## src/logic/lsr_pkg.sv

```systemverilog
// Shared constants and carrier types for the line sensor readout sequencer.
package lsr_pkg;
    // Pixel geometry.
    localparam int PIXEL_COUNT = 128;
    localparam int IDX_W = 7;
    localparam int CNT_W = 8;
    localparam logic [CNT_W-1:0] CNT_ZERO = 8'h00;
    localparam logic [CNT_W-1:0] CNT_FIRST = 8'h01;
    localparam logic [CNT_W-1:0] CNT_MAIN_LAST = 8'h7F;
    localparam logic [CNT_W-1:0] CNT_RUN_END = 8'h80;
    localparam logic [IDX_W-1:0] IDX_FIRST = 7'h00;
    // Falling edges counted inside a run; reset pulse spans the second to the third.
    localparam logic [1:0] FALL_RST_ON = 2'h2;
    localparam logic [1:0] FALL_RST_OFF = 2'h3;
    // Clock rates; the pixel clock must be sampled at least four times per period.
    localparam longint CLK_FREQ_HZ = 20000000;
    localparam longint PIX_CLK_MAX_HZ = 5000000;
    localparam int MIN_SAMPLES = 4;
    // APB register map, byte addresses.
    localparam int ADDR_W = 12;
    localparam logic [ADDR_W-1:0] REG_CTRL = 12'h000;
    localparam logic [ADDR_W-1:0] REG_STATUS = 12'h004;
    localparam logic [ADDR_W-1:0] REG_RUNS = 12'h008;
    localparam logic [ADDR_W-1:0] REG_RESTARTS = 12'h00C;
    // Control field positions and reset value.
    localparam int CTRL_SHUTTER_BIT = 0;
    localparam int CTRL_START_MASK_BIT = 1;
    localparam logic [1:0] CTRL_RESET = 2'h0;
    // Status field positions.
    localparam int ST_HOLD_MAIN = 7;
    localparam int ST_HOLD_LAST = 8;
    localparam int ST_INT_RST_N = 9;
    localparam int ST_READING = 10;
    localparam int ST_TRACKING = 11;
    localparam int ST_INTEGRATING = 12;
    localparam logic [15:0] EVT_ZERO = 16'h0000;
    localparam logic [31:0] WORD_ZERO = 32'h0000_0000;

    // Sequencer states, Gray coded along idle, reading, overrun.
    typedef enum logic [1:0] {
        LSR_IDLE = 2'b00,
        LSR_READ = 2'b01,
        LSR_OVER = 2'b11
    } lsr_state_t;

    // Control pins driven by the external controller.
    typedef struct packed {
        logic startPulse;
        logic pixClk;
        logic shutterDisable;
    } lsr_pins_t;

    // Switch controls toward the analogue pixel array.
    typedef struct packed {
        logic holdSelectMain;
        logic holdSelectLast;
        logic integratorResetN;
        logic [IDX_W-1:0] pixelIndex;
        logic trackSample;
        logic integrate;
    } lsr_array_t;
endpackage

```

## src/logic/lsr_readout_seq.sv

```systemverilog
// Readout and integration sequencer of a 128 pixel line sensor, with APB status access.
// Notes on behaviour
// - After power-on reset all capacitors discharge and every stage samples.
// - A pixel clock rise with start high begins readout and integration.
// - Main hold rises on the trigger edge; last-pixel hold one clock later.
// - Integrator reset low for one clock, second to third falling edge.
// - Main hold drops after pixel 127; last-pixel hold one clock later.
// - A full readout takes exactly 128 pixel clocks from the start.
// - Start before clock 128 restarts output at pixel 1 at once.
// - On such a restart the hold capacitors keep their held values.
// - Beyond 128 clocks pixel 1 is output in sample mode, tracking.
// - Shutter high disconnects photodiodes and keeps capacitor voltages.
// - Shutter low keeps accumulating photocurrent until the next start.
// - From pixel 1 each held voltage goes to the output, one per clock.
`timescale 1ns/1ns
`default_nettype none
module lsr_readout_seq
    import lsr_pkg::*;
(
    // Clock and reset.
    input wire logic clk,
    input wire logic resetn,
    // Controller pins, asynchronous to clk.
    input wire lsr_pkg::lsr_pins_t pins,
    // Array switch controls.
    output var lsr_pkg::lsr_array_t array,
    // APB slave.
    input wire logic psel,
    input wire logic penable,
    input wire logic pwrite,
    input wire logic [lsr_pkg::ADDR_W-1:0] paddr,
    input wire logic [31:0] pwdata,
    output logic [31:0] prdata,
    output logic pready,
    output logic pslverr
);
    import lsr_pkg::*;

    // The sampler needs four clk cycles per pixel clock period; refuse slower clocks.
    if (CLK_FREQ_HZ / PIX_CLK_MAX_HZ < MIN_SAMPLES) begin : gClkTooSlow
        $error("clk too slow to sample the pixel clock");
    end

    logic pixSync1_ff, pixSync2_ff, pixPrev_ff;
    logic startSync1_ff, startSync2_ff;
    logic shutSync1_ff, shutSync2_ff;
    logic pixRise, pixFall, startEff, shutterEff;
    lsr_state_t state_ff;
    logic [CNT_W-1:0] clkCount_ff;
    logic [IDX_W-1:0] pixelIndex_ff;
    logic holdMain_ff, holdLast_ff, intRstN_ff;
    logic [1:0] fallCnt_ff;
    logic [1:0] ctrl_ff;
    logic [15:0] runs_ff, restarts_ff;
    logic [31:0] prdata_ff;
    logic trigger, restart, stepRun, runEnd;

    // Two flip-flop synchronisers on every pin; first stages feed only second stages.
    // sampling headroom
    always_ff @(posedge clk or negedge resetn) begin
        if (!resetn) begin
            pixSync1_ff <= 1'b0;
            pixSync2_ff <= 1'b0;
            pixPrev_ff <= 1'b0;
            startSync1_ff <= 1'b0;
            startSync2_ff <= 1'b0;
            shutSync1_ff <= 1'b0;
            shutSync2_ff <= 1'b0;
        end else begin
            pixSync1_ff <= pins.pixClk;
            pixSync2_ff <= pixSync1_ff;
            pixPrev_ff <= pixSync2_ff;
            startSync1_ff <= pins.startPulse;
            startSync2_ff <= startSync1_ff;
            shutSync1_ff <= pins.shutterDisable;
            shutSync2_ff <= shutSync1_ff;
        end
    end

    // Edge detection and event decode; start and clock share the same latency.
    assign pixRise = pixSync2_ff & ~pixPrev_ff;
    assign pixFall = ~pixSync2_ff & pixPrev_ff;
    assign startEff = startSync2_ff & ~ctrl_ff[CTRL_START_MASK_BIT];
    assign shutterEff = shutSync2_ff | ctrl_ff[CTRL_SHUTTER_BIT];
    assign trigger = pixRise & startEff;
    assign restart = trigger & (state_ff == LSR_READ) & (clkCount_ff < CNT_RUN_END);
    assign stepRun = pixRise & ~startEff & (state_ff == LSR_READ);
    assign runEnd = stepRun & (clkCount_ff == CNT_RUN_END);

    // Sequencer state.
    always_ff @(posedge clk or negedge resetn) begin
        if (!resetn) begin
            state_ff <= LSR_IDLE;
        end else begin
            case (state_ff)
                LSR_IDLE, LSR_OVER: begin
                    if (trigger) begin
                        state_ff <= LSR_READ;
                    end
                end
                LSR_READ: begin
                    if (runEnd) begin
                        state_ff <= LSR_OVER;
                    end
                end
                default: begin
                    state_ff <= LSR_IDLE;
                end
            endcase
        end
    end

    // Clock counter and output pixel index; the index returns to the first pixel after the last pixel.
    always_ff @(posedge clk or negedge resetn) begin
        if (!resetn) begin
            clkCount_ff <= CNT_ZERO;
            pixelIndex_ff <= IDX_FIRST;
        end else if (trigger) begin
            clkCount_ff <= CNT_FIRST;
            pixelIndex_ff <= IDX_FIRST;
        end else if (runEnd) begin
            clkCount_ff <= CNT_ZERO;
            pixelIndex_ff <= IDX_FIRST;
        end else if (stepRun) begin
            clkCount_ff <= clkCount_ff + CNT_FIRST;
            pixelIndex_ff <= clkCount_ff[IDX_W-1:0];
        end
    end

    // Hold switches. A restart leaves them alone so held values survive.
    always_ff @(posedge clk or negedge resetn) begin
        if (!resetn) begin
            holdMain_ff <= 1'b0;
            holdLast_ff <= 1'b0;
        end else if (trigger && !restart) begin
            holdMain_ff <= 1'b1;
            holdLast_ff <= 1'b0;
        end else if (stepRun) begin
            if (clkCount_ff == CNT_FIRST) begin
                holdLast_ff <= 1'b1;
            end
            if (clkCount_ff == CNT_MAIN_LAST) begin
                holdMain_ff <= 1'b0;
            end
            if (clkCount_ff == CNT_RUN_END) begin
                holdLast_ff <= 1'b0;
            end
        end
    end

    // Integrator reset: low from the second to the third falling edge of a run.
    // Held low during power-on reset so the capacitors start discharged.
    always_ff @(posedge clk or negedge resetn) begin
        if (!resetn) begin
            fallCnt_ff <= 2'h0;
            intRstN_ff <= 1'b0;
        end else if (trigger) begin
            fallCnt_ff <= 2'h0;
            intRstN_ff <= 1'b1;
        end else if (pixFall && state_ff == LSR_READ && fallCnt_ff != FALL_RST_OFF) begin
            fallCnt_ff <= fallCnt_ff + 2'h1;
            intRstN_ff <= (fallCnt_ff + 2'h1) != FALL_RST_ON;
        end else if (state_ff == LSR_IDLE) begin
            intRstN_ff <= 1'b1;
        end
    end

    // Array outputs, all from flip-flops except the shutter gate and the trackSample state decode.
    always_comb begin
        array.holdSelectMain = holdMain_ff;
        array.holdSelectLast = holdLast_ff;
        array.integratorResetN = intRstN_ff;
        array.pixelIndex = pixelIndex_ff;
        array.trackSample = (state_ff != LSR_READ);
        array.integrate = ~shutterEff;
    end

    // Event counters for software; they wrap rather than saturate.
    always_ff @(posedge clk or negedge resetn) begin
        if (!resetn) begin
            runs_ff <= EVT_ZERO;
            restarts_ff <= EVT_ZERO;
        end else begin
            if (runEnd) begin
                runs_ff <= runs_ff + 16'h0001;
            end
            if (restart) begin
                restarts_ff <= restarts_ff + 16'h0001;
            end
        end
    end

    // APB decode: zero wait states, unmapped addresses answer with pslverr.
    function automatic logic addrMapped(input logic [ADDR_W-1:0] a);
        return (a == REG_CTRL) || (a == REG_STATUS) || (a == REG_RUNS) || (a == REG_RESTARTS);
    endfunction

    assign pready = 1'b1;
    assign pslverr = psel & penable & ~addrMapped(paddr);
    assign prdata = prdata_ff;

    // Control register write, taken in the access phase.
    always_ff @(posedge clk or negedge resetn) begin
        if (!resetn) begin
            ctrl_ff <= CTRL_RESET;
        end else if (psel && penable && pwrite && paddr == REG_CTRL) begin
            ctrl_ff <= pwdata[1:0];
        end
    end

    // Read data is captured in the setup cycle so it comes from a flip-flop.
    always_ff @(posedge clk or negedge resetn) begin
        if (!resetn) begin
            prdata_ff <= WORD_ZERO;
        end else if (psel && !penable && !pwrite) begin
            prdata_ff <= WORD_ZERO;
            case (paddr)
                REG_CTRL: prdata_ff[1:0] <= ctrl_ff;
                REG_STATUS: begin
                    prdata_ff[IDX_W-1:0] <= pixelIndex_ff;
                    prdata_ff[ST_HOLD_MAIN] <= holdMain_ff;
                    prdata_ff[ST_HOLD_LAST] <= holdLast_ff;
                    prdata_ff[ST_INT_RST_N] <= intRstN_ff;
                    prdata_ff[ST_READING] <= (state_ff == LSR_READ);
                    prdata_ff[ST_TRACKING] <= (state_ff == LSR_OVER);
                    prdata_ff[ST_INTEGRATING] <= ~shutterEff;
                end
                REG_RUNS: prdata_ff[15:0] <= runs_ff;
                REG_RESTARTS: prdata_ff[15:0] <= restarts_ff;
                default: prdata_ff <= WORD_ZERO;
            endcase
        end
    end
endmodule
`default_nettype wire

```

## config.mk

```make
export PLATFORM = sky130hd
export DESIGN_NAME = lsr_readout_seq
export DESIGN_NICKNAME = d
export VERILOG_FILES = /design/src/logic/lsr_pkg.sv /design/src/logic/lsr_readout_seq.sv
export SDC_FILE = /design/constraint.sdc
export NUM_CORES = 1
export LEC_CHECK = 0
export ABC_AREA = 0
export BUFFER_PORTS_ARGS = -buffer_cell sky130_fd_sc_hd__clkbuf_2
export CAP_MARGIN = 20
export CORE_ASPECT_RATIO = 0.8
export CORE_MARGIN = 4
export CORE_UTILIZATION = 45
export CTS_BUF_LIST = sky130_fd_sc_hd__clkbuf_16
export CTS_CLUSTER_DIAMETER = 30
export DETAILED_ROUTE_END_ITERATION = 12
export GPL_TIMING_DRIVEN = 0
export PLACE_DENSITY = 0.71
export SYNTH_ARGS = -nofsm -noshare
export SYNTH_HDL_FRONTEND = slang
export SYNTH_SLANG_ARGS = --single-unit
```

## constraint.sdc

```tcl
create_clock -name clk -period 3.15 [get_ports clk]
set_input_delay 0.4725 -clock clk [delete_from_list [all_inputs] [get_ports clk]]
set_output_delay 0.4725 -clock clk [all_outputs]
set_load 0.02 [all_outputs]
```

==> results.yml <==
clock_tree:
  postCtsSetupRepairBufs: 0
  cts-root-buf: "clkbuf_16"
  numCtsBuffers: 9
  cts.path.max_buffers: 2
  ctsHoldBuffers: 0
  path_clk_slew_ns: 0.07
  cts_num_sinks: 79
  h-tree-depth: 3
  clkLatencyLatePin_ns: 0.34
  cts_resized: 0
  cts_tree: "done"
sta:
  finalClockSkew_ns: 0.007751
  setup_tns_ns: 0
  max_clock_freq_mhz: 430.6
  hold_viol_final: 0
  rsz0062_at_grt: "no"
  relSlewSlack_pct: 51.06
  setup_viol_count_final: 0
  finalCriticalPeriod_ns: 2.322
  worstMarginPinSlew_ns: 0.7340
  maxSlewViolCount: 0
  finalCritPeriodShare_pct: 73.72
  timing.final.ws_setup_ns: 0.8278
detailed_routing:
  ant_nets: 0
  vias: 2801
  wl_per_cell_um: 14.95
  drc: 0
  finalWirelength_um: 8237
  viasPerCell: 5.083
  drt_first_pass_iters: 4
  drt_iter0_drc: 128
yosys:
  ys_warn_count: 0
  syn_area_sq_mm: 0.003892
  synth_cell_types: 46
  synth-seq-cells: 79
  yosysTopAreaCell: "dfrtp_1"
  synth_top_area_share_pct: 50.79
  synth_edf_count: 0
  avgSynthCellArea_sq_um: 10.87
  yosysMostFrequentCell: "dfrtp_1"
  synthTopCellsByArea: "dfrtp_1, xnor2_1, buf_4, ha_1, mux2i_1"
  async_flop_share_pct: 100.0
  ys_seq_area_share_pct: 50.79
  ys.flop_type: "dfrtp_1"
  synth_common_cells: "dfrtp_1, nand2_1, nor2_1, buf_4, xnor2_1"
  netlist_instances: 358
power:
  p_int_uw: 1857
  p_per_area_mw_per_mm2: 583.1
  power_frac_comb_pct: 18.4
  pwr-share-clk_pct: 36.9
  pwr-share-seq_pct: 44.7
  leakagePower_uw: 0.002252
  vdd_ir_drop_max_v: 0.0003003
  p_sw_share_pct: 31.53
  switchingPower_uw: 855.3
global_routing:
  grt_max_degree: 62
  grt_pass1_vias: 2697
  grt_first_pass_wirelength_um: 13690
  track_usage_pct: 16.86
  globalRoute.totalOverflow: 0
  antenna_found_initial: 0
placement:
  pre_cts_slack_ns: 0.8551
  dpl-instance-area_sq_mm: 0.004364
  globalplace.congestion: 0.8658
  place_hpwl_um: 6359
  numPortBuffers: 49
critical_path:
  crit_path_start_kind: "flip-flop"
  path_max_fanout: 7
  worstPathArrival_ns: 2.55
  worst-setup-path-type: "flip-flop to flip-flop"
  critPathCaptureType: "flip-flop"
  critPathRequiredTime_ns: 3.38
status:
  outcome: "finished, final reports clean"
final_layout:
  post-route-cell-area_sq_mm: 0.004652
  layout-drive-gt1-share_pct: 24.60
  syn2layout_area_growth_pct: 19.51
  antenna_cells: 0
  final_nets: 498
floorplan:
  fp.dieH_um: 91.19
  io-pin-count: 98
  die_area_sq_mm: 0.01021
  die_x_um: 112.0
  start_util_pct: 46.09
  rows: 30
  coreArea_sq_mm: 0.008446
run:
  maxCapViolCount: 0
min_path:
  hp-class: "input pin to asynchronous set/reset pin"
## routing by layer
layer | up-vias | global-route usage [%] | wire, um
met5 | - | 0 | 0
met4 | 0 | 6.707 | 204
met3 | 13 | 4.997 | 500
met2 | 81 | 24.85 | 3542
met1 | 1335 | 23.40 | 3990
li1 | 1372 | - | -
## sequential cells by signal (all words and copies together), names as in the netlist
name and flops:
pixPrev_ff 1, prdata 16, startSync1_ff 1, ctrl_ff 2, shutSync1_ff 1, startSync2_ff 1, pixelIndex_ff 7, shutSync2_ff 1
clkCount_ff 8, runs_ff 16, fallCnt_ff 2, state_ff 2, restarts_ff 16, pixSync2_ff 1, pixSync1_ff 1, intRstN_ff 1
holdLast_ff 1, holdMain_ff 1
## cells by family (layout without fill, tap and decap cells)
group	after synthesis	after routing	synth area share (%)
muxes	20	20	5.882
and+or+nand+nor	121	121	17.26
DFF	79	79	50.79
adders and majority gates	12	12	3.857
buffers and inverters	40	106	5.978
other	2	17	0.1929
xor gates and xnor gates	37	37	8.325
AOI/OAI and AO/OA	47	47	7.715
## cells in the final DEF, fill, tap and decap left out, types with 3 or more instances in the layout
| cell | instances |
|---|---|
| xnor2_1 | 20 |
| clkbuf_2 | 48 |
| dfrtp_1 | 79 |
| nand2_1 | 30 |
| o21ai_1 | 11 |
| nor2_1 | 28 |
| and2_1 | 4 |
| buf_4 | 21 |
| inv_1 | 12 |
| and4_1 | 3 |
| o21ai_0 | 12 |
| conb_1 | 17 |
| buf_2 | 3 |
| nor3_1 | 4 |
| clkbuf_1 | 3 |
| nor4_2 | 3 |
| xor2_1 | 17 |
| inv_6 | 3 |
| nand3_1 | 17 |
| ha_1 | 12 |
| mux2i_1 | 15 |
| nor3_2 | 4 |
| nand4_1 | 11 |
| a22oi_1 | 11 |
| a22o_1 | 6 |
| clkbuf_16 | 9 |
## worst max-delay path: stages, from the launching register on
cell and delay (ns):
dfrtp_1 0.40, inv_1 0.12, ha_1 0.35, nor2b_1 0.32, nand2_1 0.20, nor3_2 0.46, nand3_1 0.19, xnor2_1 0.16
## layout make-up
| class | count | area [sq um] |
|---|---|---|
| sequential | 79 | 1977 |
| multi-input combinational | 254 | 1739 |
| fill | 728 | 3794 |
| timing repair buffer | 50 | 275.3 |
| inverter | 12 | 45.04 |
| clock inverter | 7 | 62.56 |
| tap | 112 | 140.1 |
| buffer | 28 | 187.7 |
| clock buffer | 9 | 225.2 |
## metrics by stage
| step | total power (uW) | hold slack (ns) | util, % | cells |
|---|---|---|---|---|
| finish | 2713 | 0.03299 | 55.08 | 551 |
| detailed placement | 1733 | 0.3347 | 51.67 | 535 |
| global placement | 1716 | 0.3357 | 51.32 | 534 |
| CTS | 2735 | 0.03468 | 55.08 | 551 |
| global route | 2837 | 0.04063 | 55.08 | 551 |
| floorplan | 1553 | 0.1769 | - | 373 |
## power by group through the flow
| stage | combinational, uW | sequential, uW | clock [uW] |
|---|---|---|---|
| after CTS | 507 | 1210 | 1020 |
| after floorplan | 340 | 1210 | 0 |
| after global placement | 487 | 1230 | 0 |
| after detailed placement | 502 | 1230 | 0 |
| after global routing | 553 | 1220 | 1060 |
| final | 500 | 1210 | 1000 |
## final timing paths
kind	start	to	slack, ns	depth (start not counted)
max in group asynchronous	resetn	pixelIndex_ff[6]	2.53	2
hold reg to reg	startSync1_ff	startSync2_ff	0.35	0
setup / recovery	state_ff[1]	restarts_ff[15]	0.83	7
min in group clk	pins[1]	pixSync1_ff	0.24	1
hold / removal	resetn	prdata[15]	0.03	1
setup reg to reg	state_ff[1]	restarts_ff[15]	0.83	7
(Power assumes the default switching activity.)
